[config.mk]
export PLATFORM = sky130hd
export DESIGN_NAME = system_clock_pll_controller
export DESIGN_NICKNAME = d
export VERILOG_FILES = /design/src/rtl/clkctl_pkg.sv /design/src/rtl/clock_gear_divider.sv /design/src/rtl/osc_warmup_timer.sv /design/src/rtl/system_clock_pll_controller.sv
export VERILOG_INCLUDE_DIRS = /design/src /design/src/rtl
export SDC_FILE = /design/constraint.sdc
export NUM_CORES = 1
export LEC_CHECK = 0
export ABC_AREA = 1
export BUFFER_PORTS_ARGS = -buffer_cell sky130_fd_sc_hd__buf_4
export CAP_MARGIN = 20
export CORE_ASPECT_RATIO = 1.75
export CORE_MARGIN = 2
export CORE_UTILIZATION = 45
export DETAILED_ROUTE_END_ITERATION = 10
export PLACE_DENSITY = 0.69
export SLEW_MARGIN = 20
export SYNTH_ARGS = -nofsm -noshare
export SYNTH_HDL_FRONTEND = slang
export SYNTH_SLANG_ARGS = --single-unit
[constraint.sdc]
create_clock -name clk -period 3.4 [get_ports clk]
set_clock_uncertainty 0.1 [all_clocks]
set_input_delay 0.34 -clock clk [delete_from_list [all_inputs] [get_ports clk]]
set_output_delay 0.34 -clock clk [all_outputs]
set_load 0.02 [all_outputs]
[src/rtl/clkctl_defs.svh]
// register indices, field positions, reset values and counts of the clock controller
`ifndef CLKCTL_DEFS_SVH
`define CLKCTL_DEFS_SVH

// ----------------------------------------------------------------------------
// register indices (byte address is four times the index)
// ----------------------------------------------------------------------------
`define IDX_OSC_CTRL      16'h10e0
`define IDX_CLK_SEL_GEAR  16'h10e1
`define IDX_WARMUP_HALT   16'h10e2
`define IDX_NOISE_PROT    16'h10e3
`define IDX_KEY_FIRST     16'h10e4
`define IDX_KEY_SECOND    16'h10e5
`define IDX_PLL_SEL_STAT  16'h10e8
`define IDX_PLL_POWER     16'h10e9

// ----------------------------------------------------------------------------
// field positions
// ----------------------------------------------------------------------------
`define BIT_HIGH_OSC_EN   7
`define BIT_LOW_OSC_EN    6
`define BIT_WARMUP_START  2
`define BIT_SYS_CLK_SEL   3
`define BIT_GEAR_LSB      0
`define BIT_WARMUP_LSB    4
`define BIT_HALT_LSB      2
`define BIT_DRVE          0
`define BIT_PROTECT       7
`define BIT_HIGH_DRIVE    1
`define BIT_LOW_DRIVE     0
`define BIT_PLL_SRC       6
`define BIT_LOCKUP_DONE   5
`define BIT_PLL_ON        7

// ----------------------------------------------------------------------------
// reset values
// ----------------------------------------------------------------------------
`define RST_HIGH_OSC_EN   1'b1
`define RST_LOW_OSC_EN    1'b1
`define RST_SYS_CLK_SEL   1'b0
`define RST_GEAR          3'h4
`define RST_WARMUP_SEL    2'h2
`define RST_HALT_MODE     2'h3
`define RST_DRVE          1'b0
`define RST_HIGH_DRIVE    1'b1
`define RST_LOW_DRIVE     1'b1
`define RST_PLL_SRC       1'b0
`define RST_PLL_ON        1'b0

// ----------------------------------------------------------------------------
// gear and timer counts
// ----------------------------------------------------------------------------
`define GEAR_MAX          3'h4
`define WARMUP_EXP_SHORT  5'd8
`define WARMUP_EXP_MID    5'd14
`define WARMUP_EXP_LONG   5'd16
`define LOCKUP_STAGES     16

`endif

[src/rtl/clkctl_pkg.sv]
// types shared by the clock controller modules
package clkctl_pkg;

  // --------------------------------------------------------------------------
  // configuration held in the control registers
  // --------------------------------------------------------------------------
  typedef struct packed {
    logic       high_osc_enable;
    logic       low_osc_enable;
    logic       system_clock_select;
    logic [2:0] gear_divider_field;
    logic [1:0] warmup_duration_select;
    logic [1:0] halt_mode;
    logic       drive_in_stop;
    logic       high_osc_drive;
    logic       low_osc_drive;
    logic       pll_source_select;
    logic       pll_power_on;
  } clk_cfg_s;

  // --------------------------------------------------------------------------
  // protection key sequence
  // --------------------------------------------------------------------------
  typedef enum logic [0:0] {
    KEY_IDLE,
    KEY_ARMED
  } key_state_e;

  // terminal count of the gear divider for a gear code
  function automatic logic [3:0] gear_limit(input logic [2:0] gear);
    logic [3:0] lim;
    lim = 4'h0;
    unique case (gear)
      3'h0:    lim = 4'h0;
      3'h1:    lim = 4'h1;
      3'h2:    lim = 4'h3;
      3'h3:    lim = 4'h7;
      default: lim = 4'hf;
    endcase
    return lim;
  endfunction

endpackage

[src/rtl/clock_gear_divider.sv]
// clock gear divider and system clock selection, as tick pulses
`timescale 1ns/1ps
`default_nettype none
`include "clkctl_defs.svh"

module clock_gear_divider (
  input  wire logic       clk,
  input  wire logic       sys_rst,
  input  wire logic       fc_tick,
  input  wire logic       low_tick,
  input  wire logic [2:0] gear_req,
  input  wire logic       low_sel,
  output logic            geared_tick,
  output logic            sys_tick,
  output logic [2:0]      gear_active
);

  logic [3:0] cnt_q;
  logic [3:0] cnt_d;
  logic [2:0] gear_q;
  logic [2:0] gear_d;
  logic       half_q;
  logic       half_d;
  logic       gtick_q;
  logic       gtick_d;
  logic       stick_q;
  logic       stick_d;

  // --------------------------------------------------------------------------
  // divider; a new gear is taken only at the end of a divided period
  // --------------------------------------------------------------------------
  always_comb begin
    cnt_d   = cnt_q;
    gear_d  = gear_q;
    half_d  = half_q;
    gtick_d = 1'b0;
    if (fc_tick) begin
      if (cnt_q >= clkctl_pkg::gear_limit(gear_q)) begin
        cnt_d   = 4'h0;
        gtick_d = 1'b1;
        half_d  = ~half_q;
        if (gear_req <= `GEAR_MAX) begin
          gear_d = gear_req;
        end
      end else begin
        cnt_d = 4'(cnt_q + 4'h1);
      end
    end
    stick_d = low_sel ? low_tick : (gtick_d & half_q);
  end

  always_ff @(posedge clk or posedge sys_rst) begin
    if (sys_rst) begin
      cnt_q   <= 4'h0;
      gear_q  <= `RST_GEAR;
      half_q  <= 1'b0;
      gtick_q <= 1'b0;
      stick_q <= 1'b0;
    end else begin
      cnt_q   <= cnt_d;
      gear_q  <= gear_d;
      half_q  <= half_d;
      gtick_q <= gtick_d;
      stick_q <= stick_d;
    end
  end

  assign geared_tick = gtick_q;
  assign sys_tick    = stick_q;
  assign gear_active = gear_q;

endmodule
`default_nettype wire

[src/rtl/osc_warmup_timer.sv]
// warm-up timer counting ticks of the oscillator being started
`timescale 1ns/1ps
`default_nettype none
`include "clkctl_defs.svh"

module osc_warmup_timer (
  input  wire logic       clk,
  input  wire logic       sys_rst,
  input  wire logic       start,
  input  wire logic       osc_tick,
  input  wire logic [1:0] dur_sel,
  output logic            busy
);

  logic [16:0] cnt_q;
  logic [16:0] cnt_d;
  logic        busy_q;
  logic        busy_d;
  logic [4:0]  exp_sel;
  logic [16:0] last;

  // --------------------------------------------------------------------------
  // duration and counting
  // --------------------------------------------------------------------------
  always_comb begin
    unique case (dur_sel)
      2'h2:    exp_sel = `WARMUP_EXP_MID;
      2'h3:    exp_sel = `WARMUP_EXP_LONG;
      default: exp_sel = `WARMUP_EXP_SHORT;
    endcase
    last   = 17'((17'h1 << exp_sel) - 17'h1);
    cnt_d  = cnt_q;
    busy_d = busy_q;
    if (start) begin
      cnt_d  = 17'h0;
      busy_d = 1'b1;
    end else if (busy_q && osc_tick) begin
      if (cnt_q == last) begin
        busy_d = 1'b0;
      end else begin
        cnt_d = 17'(cnt_q + 17'h1);
      end
    end
  end

  always_ff @(posedge clk or posedge sys_rst) begin
    if (sys_rst) begin
      cnt_q  <= 17'h0;
      busy_q <= 1'b0;
    end else begin
      cnt_q  <= cnt_d;
      busy_q <= busy_d;
    end
  end

  assign busy = busy_q;

endmodule
`default_nettype wire

[src/rtl/system_clock_pll_controller.sv]
// system clock controller with gear, warm-up timer, pll and write protection
//
// Overview of operation
// - system clock from geared high or low clock
// - oscillator enable bits 7 and 6 independent
// - gear divides high clock by 1..16
// - gear codes 000..100; 101, 110 reserved
// - reset: high oscillator, high path, gear /16
// - low oscillator runs after reset
// - warm-up code selects 2^8, 2^14, 2^16 ticks
// - warm-up counts the started oscillator's ticks
// - bit 2 write starts timer; poll until zero
// - new gear applies after a delay
// - unassigned bits read undefined (zero here)
// - protection blocks clock, noise and pll writes
// - low drive resets to normal, zero is weak
// - lock-up flag bit 5 reads one when done
// - pll enable starts 16-stage lock-up counter
`timescale 1ns/1ps
`default_nettype none
`include "clkctl_defs.svh"

module system_clock_pll_controller #(
  parameter logic [7:0] KEY_FIRST_VAL  = 8'h5a, // arbitrary key value
  parameter logic [7:0] KEY_SECOND_VAL = 8'ha5, // arbitrary key value
  parameter int         LOCKUP_BITS    = `LOCKUP_STAGES
) (
  input  wire logic        clk,
  input  wire logic        sys_rst,
  input  wire logic        hsel,
  input  wire logic [31:0] haddr,
  input  wire logic [1:0]  htrans,
  input  wire logic        hwrite,
  input  wire logic [2:0]  hsize,
  input  wire logic [31:0] hwdata,
  input  wire logic        hready,
  output logic [31:0]      hrdata,
  output logic             hreadyout,
  output logic             hresp,
  input  wire logic        high_osc_tick,
  input  wire logic        low_osc_tick,
  input  wire logic        pll_tick,
  output logic             high_osc_enable,
  output logic             low_osc_enable,
  output logic             high_osc_drive,
  output logic             low_osc_drive,
  output logic             pll_power_on,
  output logic             geared_clock,
  output logic             sys_clock_tick,
  output logic             protect_on,
  output logic [1:0]       halt_mode
);

  // --------------------------------------------------------------------------
  // bus data phase capture
  // --------------------------------------------------------------------------
  logic        wr_q;
  logic        wr_d;
  logic [15:0] idx_q;
  logic [15:0] idx_d;
  logic        hit;

  always_comb begin
    hit   = (haddr[31:18] == 14'h0) && (haddr[1:0] == 2'h0);
    wr_d  = 1'b0;
    idx_d = idx_q;
    if (hsel && htrans[1] && hready) begin
      wr_d  = hwrite && hit;
      idx_d = hit ? haddr[17:2] : 16'h0;
    end
  end

  always_ff @(posedge clk or posedge sys_rst) begin
    if (sys_rst) begin
      wr_q  <= 1'b0;
      idx_q <= 16'h0;
    end else begin
      wr_q  <= wr_d;
      idx_q <= idx_d;
    end
  end

  assign hreadyout = 1'b1;
  assign hresp     = 1'b0;

  // --------------------------------------------------------------------------
  // control registers and protection
  // --------------------------------------------------------------------------
  clkctl_pkg::clk_cfg_s   cfg_q;
  clkctl_pkg::clk_cfg_s   cfg_d;
  clkctl_pkg::key_state_e key_q;
  clkctl_pkg::key_state_e key_d;
  logic                   prot_q;
  logic                   prot_d;
  logic                   wu_start;
  logic [7:0]             wb;
  logic                   wr_ok;

  always_comb begin
    wb       = hwdata[7:0];
    cfg_d    = cfg_q;
    key_d    = key_q;
    prot_d   = prot_q;
    wu_start = 1'b0;
    wr_ok    = wr_q && !prot_q;
    if (wr_q) begin
      key_d = clkctl_pkg::KEY_IDLE;
      if (idx_q == `IDX_KEY_FIRST && wb == KEY_FIRST_VAL) begin
        key_d = clkctl_pkg::KEY_ARMED;
      end
      if (idx_q == `IDX_KEY_SECOND && wb == KEY_SECOND_VAL
          && key_q == clkctl_pkg::KEY_ARMED) begin
        prot_d = ~prot_q;
      end
    end
    if (wr_ok) begin
      unique case (idx_q)
        `IDX_OSC_CTRL: begin
          cfg_d.high_osc_enable = wb[`BIT_HIGH_OSC_EN];
          cfg_d.low_osc_enable  = wb[`BIT_LOW_OSC_EN];
          wu_start              = wb[`BIT_WARMUP_START];
        end
        `IDX_CLK_SEL_GEAR: begin
          cfg_d.system_clock_select = wb[`BIT_SYS_CLK_SEL];
          cfg_d.gear_divider_field  = wb[`BIT_GEAR_LSB +: 3];
        end
        `IDX_WARMUP_HALT: begin
          cfg_d.warmup_duration_select = wb[`BIT_WARMUP_LSB +: 2];
          cfg_d.halt_mode              = wb[`BIT_HALT_LSB +: 2];
          cfg_d.drive_in_stop          = wb[`BIT_DRVE];
        end
        `IDX_NOISE_PROT: begin
          cfg_d.high_osc_drive = wb[`BIT_HIGH_DRIVE];
          cfg_d.low_osc_drive  = wb[`BIT_LOW_DRIVE];
        end
        `IDX_PLL_SEL_STAT: begin
          cfg_d.pll_source_select = wb[`BIT_PLL_SRC];
        end
        `IDX_PLL_POWER: begin
          cfg_d.pll_power_on = wb[`BIT_PLL_ON];
        end
        default: begin
        end
      endcase
    end
  end

  always_ff @(posedge clk or posedge sys_rst) begin
    if (sys_rst) begin
      cfg_q.high_osc_enable        <= `RST_HIGH_OSC_EN;
      cfg_q.low_osc_enable         <= `RST_LOW_OSC_EN;
      cfg_q.system_clock_select    <= `RST_SYS_CLK_SEL;
      cfg_q.gear_divider_field     <= `RST_GEAR;
      cfg_q.warmup_duration_select <= `RST_WARMUP_SEL;
      cfg_q.halt_mode              <= `RST_HALT_MODE;
      cfg_q.drive_in_stop          <= `RST_DRVE;
      cfg_q.high_osc_drive         <= `RST_HIGH_DRIVE;
      cfg_q.low_osc_drive          <= `RST_LOW_DRIVE;
      cfg_q.pll_source_select      <= `RST_PLL_SRC;
      cfg_q.pll_power_on           <= `RST_PLL_ON;
      key_q                        <= clkctl_pkg::KEY_IDLE;
      prot_q                       <= 1'b0;
    end else begin
      cfg_q  <= cfg_d;
      key_q  <= key_d;
      prot_q <= prot_d;
    end
  end

  // --------------------------------------------------------------------------
  // pll lock-up counter
  // --------------------------------------------------------------------------
  logic [LOCKUP_BITS-1:0] lock_cnt_q;
  logic [LOCKUP_BITS-1:0] lock_cnt_d;
  logic                   lock_done_q;
  logic                   lock_done_d;

  always_comb begin
    lock_cnt_d  = lock_cnt_q;
    lock_done_d = lock_done_q;
    if (!cfg_q.pll_power_on) begin
      lock_cnt_d  = '0;
      lock_done_d = 1'b0;
    end else if (!lock_done_q && high_osc_tick) begin
      lock_cnt_d = lock_cnt_q + 1'b1;
      if (&lock_cnt_q) begin
        lock_done_d = 1'b1;
      end
    end
  end

  always_ff @(posedge clk or posedge sys_rst) begin
    if (sys_rst) begin
      lock_cnt_q  <= '0;
      lock_done_q <= 1'b0;
    end else begin
      lock_cnt_q  <= lock_cnt_d;
      lock_done_q <= lock_done_d;
    end
  end

  // --------------------------------------------------------------------------
  // warm-up timer and gear
  // --------------------------------------------------------------------------
  logic       wu_busy;
  logic       wu_tick;
  logic       fc_tick;
  logic [2:0] gear_now;

  // the started oscillator is the one not feeding the system clock
  assign wu_tick = cfg_q.system_clock_select ? high_osc_tick : low_osc_tick;
  assign fc_tick = (cfg_q.pll_source_select && cfg_q.pll_power_on)
                   ? pll_tick : high_osc_tick;

  osc_warmup_timer u_warmup (
    .clk      (clk),
    .sys_rst  (sys_rst),
    .start    (wu_start),
    .osc_tick (wu_tick),
    .dur_sel  (cfg_q.warmup_duration_select),
    .busy     (wu_busy)
  );

  clock_gear_divider u_gear (
    .clk         (clk),
    .sys_rst     (sys_rst),
    .fc_tick     (fc_tick),
    .low_tick    (low_osc_tick),
    .gear_req    (cfg_q.gear_divider_field),
    .low_sel     (cfg_q.system_clock_select),
    .geared_tick (geared_clock),
    .sys_tick    (sys_clock_tick),
    .gear_active (gear_now)
  );

  // --------------------------------------------------------------------------
  // read data; unassigned bits read zero
  // --------------------------------------------------------------------------
  logic [7:0] rb;

  always_comb begin
    rb = 8'h0;
    unique case (idx_q)
      `IDX_OSC_CTRL: begin
        rb[`BIT_HIGH_OSC_EN]  = cfg_q.high_osc_enable;
        rb[`BIT_LOW_OSC_EN]   = cfg_q.low_osc_enable;
        rb[`BIT_WARMUP_START] = wu_busy;
      end
      `IDX_CLK_SEL_GEAR: begin
        rb[`BIT_SYS_CLK_SEL]     = cfg_q.system_clock_select;
        rb[`BIT_GEAR_LSB +: 3]   = cfg_q.gear_divider_field;
      end
      `IDX_WARMUP_HALT: begin
        rb[`BIT_WARMUP_LSB +: 2] = cfg_q.warmup_duration_select;
        rb[`BIT_HALT_LSB +: 2]   = cfg_q.halt_mode;
        rb[`BIT_DRVE]            = cfg_q.drive_in_stop;
      end
      `IDX_NOISE_PROT: begin
        rb[`BIT_PROTECT]    = prot_q;
        rb[`BIT_HIGH_DRIVE] = cfg_q.high_osc_drive;
        rb[`BIT_LOW_DRIVE]  = cfg_q.low_osc_drive;
      end
      `IDX_PLL_SEL_STAT: begin
        rb[`BIT_PLL_SRC]     = cfg_q.pll_source_select;
        rb[`BIT_LOCKUP_DONE] = lock_done_q;
      end
      `IDX_PLL_POWER: begin
        rb[`BIT_PLL_ON] = cfg_q.pll_power_on;
      end
      default: begin
      end
    endcase
    hrdata = {24'h0, rb};
  end

  assign high_osc_enable = cfg_q.high_osc_enable;
  assign low_osc_enable  = cfg_q.low_osc_enable;
  assign high_osc_drive  = cfg_q.high_osc_drive;
  assign low_osc_drive   = cfg_q.low_osc_drive;
  assign pll_power_on    = cfg_q.pll_power_on;
  assign protect_on      = prot_q;
  assign halt_mode       = cfg_q.halt_mode;

endmodule
`default_nettype wire

==> metrics.md, run 1 <==
| Metric | Value |
|---|---|
| Initial Util | `45.6%` |
| FILL cells | `1,011` |
| Max cap viols | `0` |
| Post-DR vias/cell | `5.09` |
| CTS tree | `yes` |
| Worst stage delay on the critical path | `0.37 ns` |
| Avg Cell Area, Syn | `7.20 um^2` |
| Crit path arrival time | `2.21 ns` |
| Final cycle utilization of the critical path | `78.0%` |
| Count leader, synth | `nand2_1` |
| RR Endpoint | `u_warmup.cnt_q[15]` |
| Final Instance Area | `0.00562 mm^2` |
| Final hold vios | `0` |
| FF+latch count, synth | `79` |
| CP Capture Point | `hrdata[5]` |
| Nets | `819` |
| Post-synth top cells | `nand2_1, inv_1, dfrtp_1, nand3_1, nor2_1` |
| CTS-repair resized insts | `0` |
| Finished Layout Cells | `870` |
| Rel. slew slack | `46.1%` |
| Initial antenna violation count | `0` |
| Clock latency on the worst-skew pair | `0.33 ns` |
| Worst-path cell chain | `nor2_1 > nand2_1 > nor2_1 > nand3_1 > nor2_2 > nand2_1 > o21ai_1 > buf_4` |
| Die height | `141 um` |
| Slew Viols, Final | `0` |
| Tmin final | `2.65 ns` |
| CTS buffer count | `9` |
| Seq/Total Area, Yosys | `41.2%` |
| Unrepaired setup endpoints after global routing | `false` |
| Layout cells sized above 1 | `16.8%` |
| DIE WIDTH | `82.2 um` |
| Final estimated routing congestion in global placement | `0.925` |
| Reg-to-reg startpoint | `u_warmup.cnt_q[0]` |
| Number of global-route vias before repair | `4,378` |
| Largest net degree at the start of global routing | `44` |
| Pre-antenna DRT Iters | `4` |
| Clk buf depth | `2` |
| Cell Area, Synth | `0.00482 mm^2` |
| Routed wire length | `11,300 um` |
| Core area | `0.0106 mm^2` |
| DP Wirelength | `8530 um` |
| DP Area | `0.00533 mm^2` |
| Hold_buf cts | `0` |
| Top-Level Pins | `121` |
| Cells after DPL | `854` |
| Synth warn | `0` |
| CP Data Required Time | `2.96 ns` |
| Largest area contributor in the netlist | `dfrtp_1` |
| Share of the synthesized area in the top cell type | `36.3%` |
| Post-DRT Antenna Nets | `0` |
| DR vias | `4,432` |
| DR iter-0 viols | `219` |
| CP max FO | `8` |
| Peak VDD IR | `0.000317 V` |
| Syn Inst Count | `670` |
| Worst hold slack | `0.0574 ns` |
| Grt ovf | `0` |
| EDFF count, synth | `0` |
| Crit. End Element | `output port` |
| Leak pwr | `2.89 nW` |
| FF-to-FF setup slack | `1.27 ns` |
| Core Rows | `50` |
| ANT cells | `0` |
| Status | `complete, no violations` |
| Post-synthesis cell type count | `34` |
| Crit-path slowest cell | `dfrtp_1` |
| Asr flop ratio synth | `100%` |
| Area growth syn-to-layout | `16.6%` |
| DR WL/cell | `13.0 um` |
| First-pass GRT wire length | `19,700 um` |
| Critical path origin | `idx_q[4]` |
| Main flop type after synthesis | `dfrtp_1` |
| Gr usage total | `21.5%` |
| Clock Sinks | `79` |
| Tot Pwr | `2.02 mW` |
| Hold Path Class | `input pin to async pin` |
| Worst Setup Start Kind | `flop` |
| Crit path kind | `flop to output port` |
| PortBufs | `66` |
| Fin Setup TNS | `0 ns` |
| H-tree levels | `3` |
| Setup Fix Bufs, Post-CTS | `0` |
| Top cells by area, synth | `dfrtp_1, nand2_1, nand3_1, inv_1, nor2_1` |
| Worst-Margin Slew | `0.809 ns` |
| CTS root buffer | `clkbuf_16` |
| Achievable clock frequency | `377 MHz` |
| Clock slew at reported path FFs | `0.06 ns` |
| Final setup violating endpoints | `0` |
| DRC | `0` |
| PwrDens | `359 mW/mm^2` |
| Die Footprint | `0.0116 mm^2` |
| Worst r2r path cells | `10` |
## kinds of logic after synthesis
logic type,count (synthesis),synth area share [%]
adder cells (fa/ha/maj),7,1.82
other,2,0.156
AND/OR/NAND/NOR,385,36.0
AO/OA/AOI/OAI,65,6.90
XOR/XNOR,10,1.82
flip-flops,79,41.2
buffers and inverters,122,12.0
## layout make-up
cell class                 count  area [um^2]  area share (%)
clock inverter                 5         58.8            1.05
sequential                    79         1990            35.4
multi-input combinational    493         2340            41.7
tap                          130          163            2.89
timing repair buffer          67          515            9.17
inverter                      85          319            5.68
clock buffer                  11          233            4.14
## flip-flops by register name, summed over array words and instances, names as in the netlist
signal and cells:
u_gear.half_q 1, cfg_q 8, idx_q 16, u_gear.cnt_q 4, wr_q 1, u_warmup.cnt_q 17
u_gear.geared_tick 1, pll_power_on 1, u_gear.sys_tick 1, key_q 1, high_osc_drive 1, lock_cnt_q 16
lock_done_q 1, u_warmup.busy 1, protect_on 1, u_gear.gear_active 3, high_osc_enable 1, halt_mode 2
low_osc_drive 1, low_osc_enable 1
## power by group
part | internal [mW] | switching, mW | total, mW
logic | 0.0446 | 0.0723 | 0.117
clock network | 0.571 | 0.382 | 0.953
registers | 0.944 | 0.00155 | 0.946
## layout by cell type, fill, tap and decap left out, types with 2 or more instances in the layout
cell / n
clkinv_1: 2
a21oi_1: 12
nor2_2: 7
nand3_1: 68
ha_1: 7
clkbuf_16: 9
clkinvlp_4: 2
conb_1: 26
nand2_2: 14
nand4_1: 21
dfstp_2: 9
o21ai_1: 9
dfrtp_1: 70
o21ai_0: 41
nand2_1: 184
nor4_1: 3
xor2_1: 3
buf_4: 66
nor2_4: 4
nor2_1: 65
xnor2_1: 7
nor3_1: 12
clkbuf_1: 2
nand2_4: 2
inv_2: 3
inv_1: 80
## worst max-delay path, delay by kind of cell, from the launching register on
family | cells | cell delay [ns]
and+or+nand+nor | 6 | 1.15
DFF | 1 | 0.37
AOI/OAI and AO/OA | 1 | 0.19
buffers and inverters | 1 | 0.17
## routing by layer
metal  track usage (%)  vias up  part of all wire, %
li1                  -     2222                    -
met1              24.3     2054                   39
met2              37.7      116                   53
met3              3.59       40                  3.5
met4              10.9        0                  4.9
met5                 0        -                    0
## per-stage QoR
| step | setup WS (ns) | util (%) |
|---|---|---|
| floorplan | 0.952 | - |
| global route | 0.569 | 53.2 |
| finish | 0.749 | 53.2 |
| detailed placement | 1.14 | 50.4 |
| CTS | 0.772 | 53.2 |
| global placement | 1.13 | 50.4 |
## worst min path at each step
stage	from	end	slack [ns]	depth (start not counted)
after global placement	idx_q[13]	idx_q[13]	0.37	2
after global routing	sys_rst	lock_cnt_q[9]	0.13	2
final	sys_rst	lock_cnt_q[13]	0.06	2
after CTS	sys_rst	lock_cnt_q[10]	0.09	2
after detailed placement	idx_q[9]	idx_q[9]	0.37	2
after floorplan	hwdata[5]	cfg_q[8]	0.35	2
Note: power is estimated with default switching activity, not from simulation.
==> run 2, diff against run 1 <==
Settings changed: PLACE_DENSITY 0.69 to 0.72.
Clock period 3.4 ns to 2.3 ns, I/O delays scaled along.
==> run 2 against run 1 <==
Against the previous run:
- final cell count grew 1.4%
- design area grew 2.3%
- first-iteration DRC count grew 5.9%
- critical path type unchanged
==> metrics.md, run 2 (synthesized netlist as in run 1, its figures left out) <==
| Metric | Value |
|---|---|
| Power Internal | `2.20 mW (+41%)` |
| Worst hold path stage count | `3` |
| Net switching power | `0.690 mW (+51%)` |
| Hold Path Class | `input pin to flop` |
| Largest net degree at the start of global routing | `37 (-16%)` |
| Max FFs per register | `17 (unchanged)` |
| Flop pwr share | `48.4% (+1.5 points)` |
| CP max FO | `8 (unchanged)` |
| Nets | `831 (+1.5%)` |
| Pre-antenna DRT Iters | `5 (+1)` |
| Grt ovf | `0 (unchanged)` |
| Core area | `0.0106 mm^2 (unchanged)` |
| Status | `complete, no violations` |
| Clock slew at reported path FFs | `0.06 ns (about the same)` |
| CTS root buffer | `clkbuf_16` |
| Area growth syn-to-layout | `19.3%` |
| Top-Level Pins | `121 (unchanged)` |
| DP Area | `0.00539 mm^2 (+1.2%)` |
| Biggest registers after layout | `u_warmup.cnt_q: 17 flops, idx_q: 16 flops, lock_cnt_q: 16 flops` |
| First-pass GRT wire length | `19,500 um (-0.95%)` |
| Final Instance Area | `0.00575 mm^2 (+2.3%)` |
| ANT cells | `0 (unchanged)` |
| Commonest non-fill, non-tap cell in the layout | `nand2_1` |
| DR vias | `4,485 (+1.2%)` |
| PwrDens | `502 mW/mm^2 (+40%)` |
| CP Data Required Time | `1.97 ns (-0.99 ns)` |
| Post-DR vias/cell | `5.09 (-0.18%)` |
| Crit path kind | `flop to output port` |
| FF-to-FF setup slack | `0.30 ns (-0.97 ns)` |
| Worst-Margin Slew | `0.596 ns (-0.212 ns)` |
| Worst hold slack | `0.00584 ns (-0.0515 ns)` |
| Final setup violating endpoints | `0 (unchanged)` |
| Peak VDD IR | `0.000435 V (+37%)` |
| Leak pwr | `2.94 nW (+1.7%)` |
| Register bank with the most flops | `u_warmup.cnt_q` |
| DIE WIDTH | `82.2 um (unchanged)` |
| Achievable clock frequency | `454 MHz` |
| Clk pwr share | `45.4% (-1.9 points)` |
| Gr usage total | `21.4% (-0.11 points)` |
| Tmin final | `2.20 ns` |
| Final cycle utilization of the critical path | `95.8%` |
| Most frequent cells in the layout | `nand2_1, inv_1, buf_4` |
| Rel. slew slack | `60.1% (+14 points)` |
| PortBufs | `66 (unchanged)` |
| Post-place setup slack | `0.296 ns (-0.846 ns)` |
| Worst Setup Start Kind | `flop` |
| DRC | `0 (unchanged)` |
| Worst Slack Setup Final | `0.0966 ns (-0.652 ns)` |
| Slew Viols, Final | `0 (unchanged)` |
| Switching Fraction | `23.9% (+1.3 points)` |
| Finished Layout Cells | `882 (+1.4%)` |
| Clk buf depth | `2 (unchanged)` |
| CTS buffer count | `9 (unchanged)` |
| Worst r2r path cells | `9 (-1)` |
| DR iter-0 viols | `232 (+5.9%)` |
| Crit path arrival time | `1.87 ns (-0.34 ns)` |
| Final estimated routing congestion in global placement | `0.941 (+1.7%)` |
| Final hold vios | `0 (unchanged)` |
| DP Wirelength | `8820 um (+3.5%)` |
| Core Rows | `50 (unchanged)` |
| Post-DRT Antenna Nets | `0 (unchanged)` |
| Reg-to-reg startpoint | `idx_q[15]` |
| Number of global-route vias before repair | `4,297 (-1.9%)` |
| RR Endpoint | `u_warmup.cnt_q[3]` |
| Die Footprint | `0.0116 mm^2 (unchanged)` |
| Core Util, Final | `54.4% (+1.2 points)` |
| Crit. End Element | `output port` |
| DR WL/cell | `13.3 um (+2.1%)` |
| Clock Sinks | `79 (unchanged)` |
| Clock latency on the worst-skew pair | `0.34 ns (about the same)` |
| Initial Util | `45.6% (unchanged)` |
| Hold path endpoint | `u_gear.sys_tick` |
| Initial antenna violation count | `0 (unchanged)` |
| CTS tree | `yes` |
| Combinational power share | `6.2% (+0.4 points)` |
| Hold_sp | `low_osc_tick` |
| Max cap viols | `0 (unchanged)` |
| Cells after DPL | `862 (+0.94%)` |
| Routed wire length | `11,700 um (+3.5%)` |
| Die height | `141 um (unchanged)` |
| Layout cells sized above 1 | `19.3% (+2.5 points)` |
| H-tree levels | `3 (unchanged)` |
run 2: per-stage QoR:
| step | setup TNS (ns) | power (mW) |
|---|---|---|
| 6_report | 0 | 2.89 |
| 2_1_floorplan | 0 | 1.54 |
| 4_1_cts | -0.0634 | 2.91 |
| 5_1_grt | -0.000590 | 2.99 |
| 3_5_place_dp | 0 | 1.60 |
| 3_3_place_gp | 0 | 1.60 |
run 2: critical path, cell delays in order, from the launching register on:
cell and delay (ns):
dfrtp_1 0.38, nor2_1 0.12, nand3_2 0.13, nor2_4 0.13
nand3_4 0.11, nor2_4 0.28, nand2_2 0.09, o21ai_2 0.13
buf_4 0.15
run 2: metal layers:
| metal | wire length, um | vias up | part of all wire [%] | global-route usage, % |
|---|---|---|---|---|
| li1 | - | 2249 | - | - |
| met1 | 4400 | 2070 | 38 | 24.2 |
| met2 | 6480 | 138 | 55 | 37.9 |
| met3 | 433 | 28 | 3.7 | 3.33 |
| met4 | 374 | 0 | 3.2 | 10.3 |
| met5 | 0 | - | 0 | 0 |
run 2: how the worst max path moves through the flow:
stage,endpoint,cells past startpoint,from,slack [ns]
after floorplan,hrdata[5],7,idx_q[4],0.50
after global placement,hrdata[5],8,idx_q[8],0.30
after detailed placement,hrdata[5],8,idx_q[8],0.30
after CTS,hrdata[5],8,idx_q[8],-0.05
after global routing,hrdata[5],8,idx_q[8],-0.0006
final,hrdata[5],8,idx_q[8],0.1
run 2: power groups by stage:
stage               sequential [mW]  clock [mW]  combinational, mW
finish                         1.40        1.31              0.178
global route                   1.40        1.40              0.200
CTS                            1.40        1.33              0.181
detailed placement             1.42           0              0.179
global placement               1.42           0              0.176
floorplan                      1.43           0              0.117
run 2: layout make-up:
class	instances	area (um^2)
fill	1003	4820
multi-input combinational	493	2400
sequential	79	1990
timing repair buffer	79	608
inverter	85	323
clock buffer	11	233
tap	130	163
clock inverter	5	35.0
run 2: timing repair:
| item | 4_1_cts | 5_1_grt |
|---|---|---|
| setup endpoints to repair | 6 | 8 |
| pin swaps | 0 | 2 |
| hold buffers | 1 | 0 |
| setup buffers | 0 | 3 |
| gates resized for setup | 3 | 10 |
| hold endpoints to repair | 12 | 0 |
==> run 3, diff against run 2 <==
Settings changed: PLACE_DENSITY 0.72 to 0.84, SYNTH_HIERARCHICAL set to 1.
==> run 3 against run 2 <==
Against the previous run:
- power rose by 21%
- core utilization fell by 0.49 points
- critical endpoint unchanged
- synthesized cell count rose by 3.1%
- first-iteration DRC count rose by 20%
- sequential share of layout area fell by 0.96 points
- critical path depth fell by 1
- global-route usage fell by 0.67 points
==> metrics.md, run 3 <==
| Metric | Value |
|---|---|
| Status | `complete, no violations` |
| Commonest non-fill, non-tap cell in the layout | `nand2_1` |
| PortBufs | `66 (unchanged)` |
| Worst Setup Start Kind | `flop` |
| Final estimated routing congestion in global placement | `0.920 (-2.3%)` |
| CTS root buffer | `clkbuf_16` |
| Asr flop ratio synth | `100% (unchanged)` |
| Most frequent cells in the layout | `nand2_1, nor2_1, buf_4` |
| Most frequent CP cell | `buf_4` |
| First-pass GRT wire length | `20,000 um (+2.7%)` |
| Crit path kind | `flop to output port` |
| Pre-antenna DRT Iters | `5 (unchanged)` |
| Clock latency on the worst-skew pair | `0.34 ns (about the same)` |
| M3 GR Usage | `3.96% (+0.63 points)` |
| Gr usage total | `20.8% (-0.67 points)` |
| Tmin final | `2.13 ns (-0.0710 ns)` |
| Clock slew at reported path FFs | `0.06 ns (about the same)` |
| Register bank with the most flops | `u_warmup/cnt_q` |
| Hold Path Class | `input pin to flop` |
| Achievable clock frequency | `469 MHz (+3.3%)` |
| Seq/Total Area, Yosys | `39.8% (-1.5 points)` |
| Core area | `0.0110 mm^2 (+3.8%)` |
| Count leader, synth | `nand2_1` |
| Layer with the highest usage | `met2` |
| Hold path endpoint | `u_gear/sys_tick` |
| Unrepaired setup endpoints after global routing | `false` |
| EDFF count, synth | `0 (unchanged)` |
| Post-DR vias/cell | `5.14 (+1.1%)` |
| Post-synthesis cell type count | `40 (+18%)` |
| Crit-path slowest cell | `dfrtp_1` |
| Initial antenna violation count | `0 (unchanged)` |
| Number of global-route vias before repair | `4,408 (+2.6%)` |
| Max cap viols | `0 (unchanged)` |
| CP Data Required Time | `1.97 ns (about the same)` |
| Layout cells sized above 1 | `18.8% (-0.48 points)` |
| Final setup violating endpoints | `0 (unchanged)` |
| DR iter-0 viols | `278 (+20%)` |
| Leak pwr | `2.98 nW (+1.2%)` |
| DRC | `0 (unchanged)` |
| Clock Sinks | `79 (unchanged)` |
| DIE WIDTH | `83.7 um (+1.8%)` |
| CP max FO | `9 (+1)` |
| Hold_sp | `low_osc_tick` |
| FILL cells | `1,047 (+4.4%)` |
| Die Footprint | `0.0120 mm^2 (+3.6%)` |
| Worst-path cell chain | `nor2_1 > nand2_2 > nor2_8 > buf_4 > nand3_2 > o21ai_1 > buf_4` |
| Final hold vios | `0 (unchanged)` |
| CTS tree | `yes` |
| Top cells by area, synth | `dfrtp_1, nand2_1, nor2_1, nand3_1, inv_1` |
| Max FFs per register | `17 (unchanged)` |
| Grt ovf | `0 (unchanged)` |
| DR WL/cell | `13.2 um (-0.75%)` |
| Top-Level Pins | `121 (unchanged)` |
| Reg-to-reg startpoint | `idx_q[0]` |
| Slew Viols, Final | `0 (unchanged)` |
| Fin Setup TNS | `0 ns (unchanged)` |
| Routed wire length | `11,900 um (+1.6%)` |
| Biggest registers after layout | `u_warmup/cnt_q: 17 flops, idx_q: 16 flops, lock_cnt_q: 16 flops` |
| Area growth syn-to-layout | `18.3%` |
| Worst stage delay on the critical path | `0.38 ns (about the same)` |
| ANT cells | `0 (unchanged)` |
| DR vias | `4,644 (+3.5%)` |
| Worst-Margin Slew | `0.725 ns (+0.129 ns)` |
| Die height | `143 um (+1.8%)` |
| H-tree levels | `3 (unchanged)` |
| PwrDens | `590 mW/mm^2 (+18%)` |
| Finished Layout Cells | `903 (+2.4%)` |
| Core Rows | `51 (+2.0%)` |
| Synth warn | `6 (+6)` |
| Main flop type after synthesis | `dfrtp_1` |
| Met2 usage | `39.1% (+1.2 points)` |
| Final cycle utilization of the critical path | `92.7% (-3.1 points)` |
| Share of the synthesized area in the top cell type | `35.0% (-1.3 points)` |
| CTS buffer count | `9 (unchanged)` |
| Avg Cell Area, Syn | `7.24 um^2 (+0.56%)` |
| Rel. slew slack | `51.6% (-8.5 points)` |
| Crit. End Element | `output port` |
| Largest net degree at the start of global routing | `32 (-14%)` |
| Cell Area, Synth | `0.00500 mm^2 (+3.7%)` |
| FF-to-FF setup slack | `0.26 ns (-0.04 ns)` |
| Clk buf depth | `2 (unchanged)` |
| Crit path arrival time | `1.80 ns (-0.07 ns)` |
| Nets | `851 (+2.4%)` |
| CP delay by family, top | `simple AND/OR/NAND/NOR gates` |
| Post-DRT Antenna Nets | `0 (unchanged)` |
| RR Endpoint | `u_warmup/cnt_q[13]` |
| WP buf/inv | `2 (+1)` |
| DP Wirelength | `8960 um (+1.5%)` |
| Cells after DPL | `881 (+2.2%)` |
| Largest area contributor in the netlist | `dfrtp_1` |
| Worst hold path stage count | `3 (unchanged)` |
| FF+latch count, synth | `79 (unchanged)` |
| Worst r2r path cells | `9 (unchanged)` |
| Reg area | `0.00199 mm^2 (unchanged)` |
| Initial Util | `45.6% (about the same)` |
| Syn Inst Count | `691 (+3.1%)` |
| Multi-input logic area | `0.00254 mm^2 (+5.9%)` |
| Met1 Usage GRT | `22.2% (-2.1 points)` |
| Post-synth top cells | `nand2_1, nor2_1, dfrtp_1, inv_1, nand3_1` |
| Peak VDD IR | `0.000449 V (+3.3%)` |
-- run 3: changes by cell type after synthesis, moves of 11 or more --
cell	delta
nand3_1	-11
inv_1	-15
o21ai_0	-15
nand4_1	+12
nand2_1	+15
nor2_1	+25
-- run 3: repair_timing --
| item | CTS | global route |
|---|---|---|
| setup buffers | 0 | 5 |
| hold buffers | 1 | 0 |
| setup endpoints to repair | 0 | 2 |
| hold endpoints to repair | 51 | 0 |
| gates resized for setup | 0 | 0 |
-- run 3: worst reg2reg max path, delay by kind of cell, from the launching register on --
family        cells  cell delay [ns]
buf+inv           2             0.33
flops             1             0.42
simple gates      7             1.12
-- run 3: area by class of cell --
type	count	share of cell area, %
sequential	79	33.6
clock inverter	5	1.40
tap	132	2.79
inverter	72	4.57
clock buffer	11	4.10
timing repair buffer	81	10.5
multi-input combinational	523	43.0
-- run 3: stage by stage --
stage	setup slack [ns]	instance area (um^2)	utilization, %	hold WS [ns]	total power, mW
after global placement	0.381	5540	50.5	0.162	1.95
after floorplan	0.237	5090	-	-0.0305	1.84
after CTS	0.0962	5880	53.6	0.0225	3.52
after detailed placement	0.336	5540	50.5	0.157	1.96
after global routing	0.0366	5920	53.9	0.0127	3.65
final	0.168	5920	53.9	0.0241	3.49
-- run 3: how the worst max path moves through the flow --
| stage | end | slack (ns) | cells after the start | from |
|---|---|---|---|---|
| floorplan | u_warmup/cnt_q[1] | 0.24 | 11 | idx_q[15] |
| finish | hrdata[5] | 0.17 | 7 | idx_q[13] |
| global placement | u_warmup/cnt_q[11] | 0.38 | 9 | idx_q[13] |
| detailed placement | u_warmup/cnt_q[13] | 0.34 | 9 | idx_q[0] |
| CTS | hrdata[5] | 0.1 | 7 | idx_q[13] |
| global route | u_warmup/cnt_q[15] | 0.04 | 9 | idx_q[1] |
-- run 3: cells by family after synthesis --
family | share of synthesized area (%)
AOI/OAI and AO/OA | 6.58
xor gates and xnor gates | 1.40
adders and majority gates | 2.00
buffers and inverters | 11.1
DFF | 39.8
other | 0.150
and+or+nand+nor | 39.0
-- run 3: metal layers --
metal / vias up / wire [um] / share of wire [%]
li1: 2315 / - / -
met1: 2131 / 4350 / 37
met2: 166 / 6520 / 55
met3: 32 / 599 / 5.0
met4: 0 / 403 / 3.4
met5: - / 0 / 0
-- run 3: power by group --
part           total, mW  leakage [nW]  internal, mW  switching (mW)
logic              0.390          1.81         0.163           0.228
registers           1.56          1.00          1.46           0.105
clock network       1.54         0.160         0.982           0.561
total               3.49          2.98          2.60           0.894
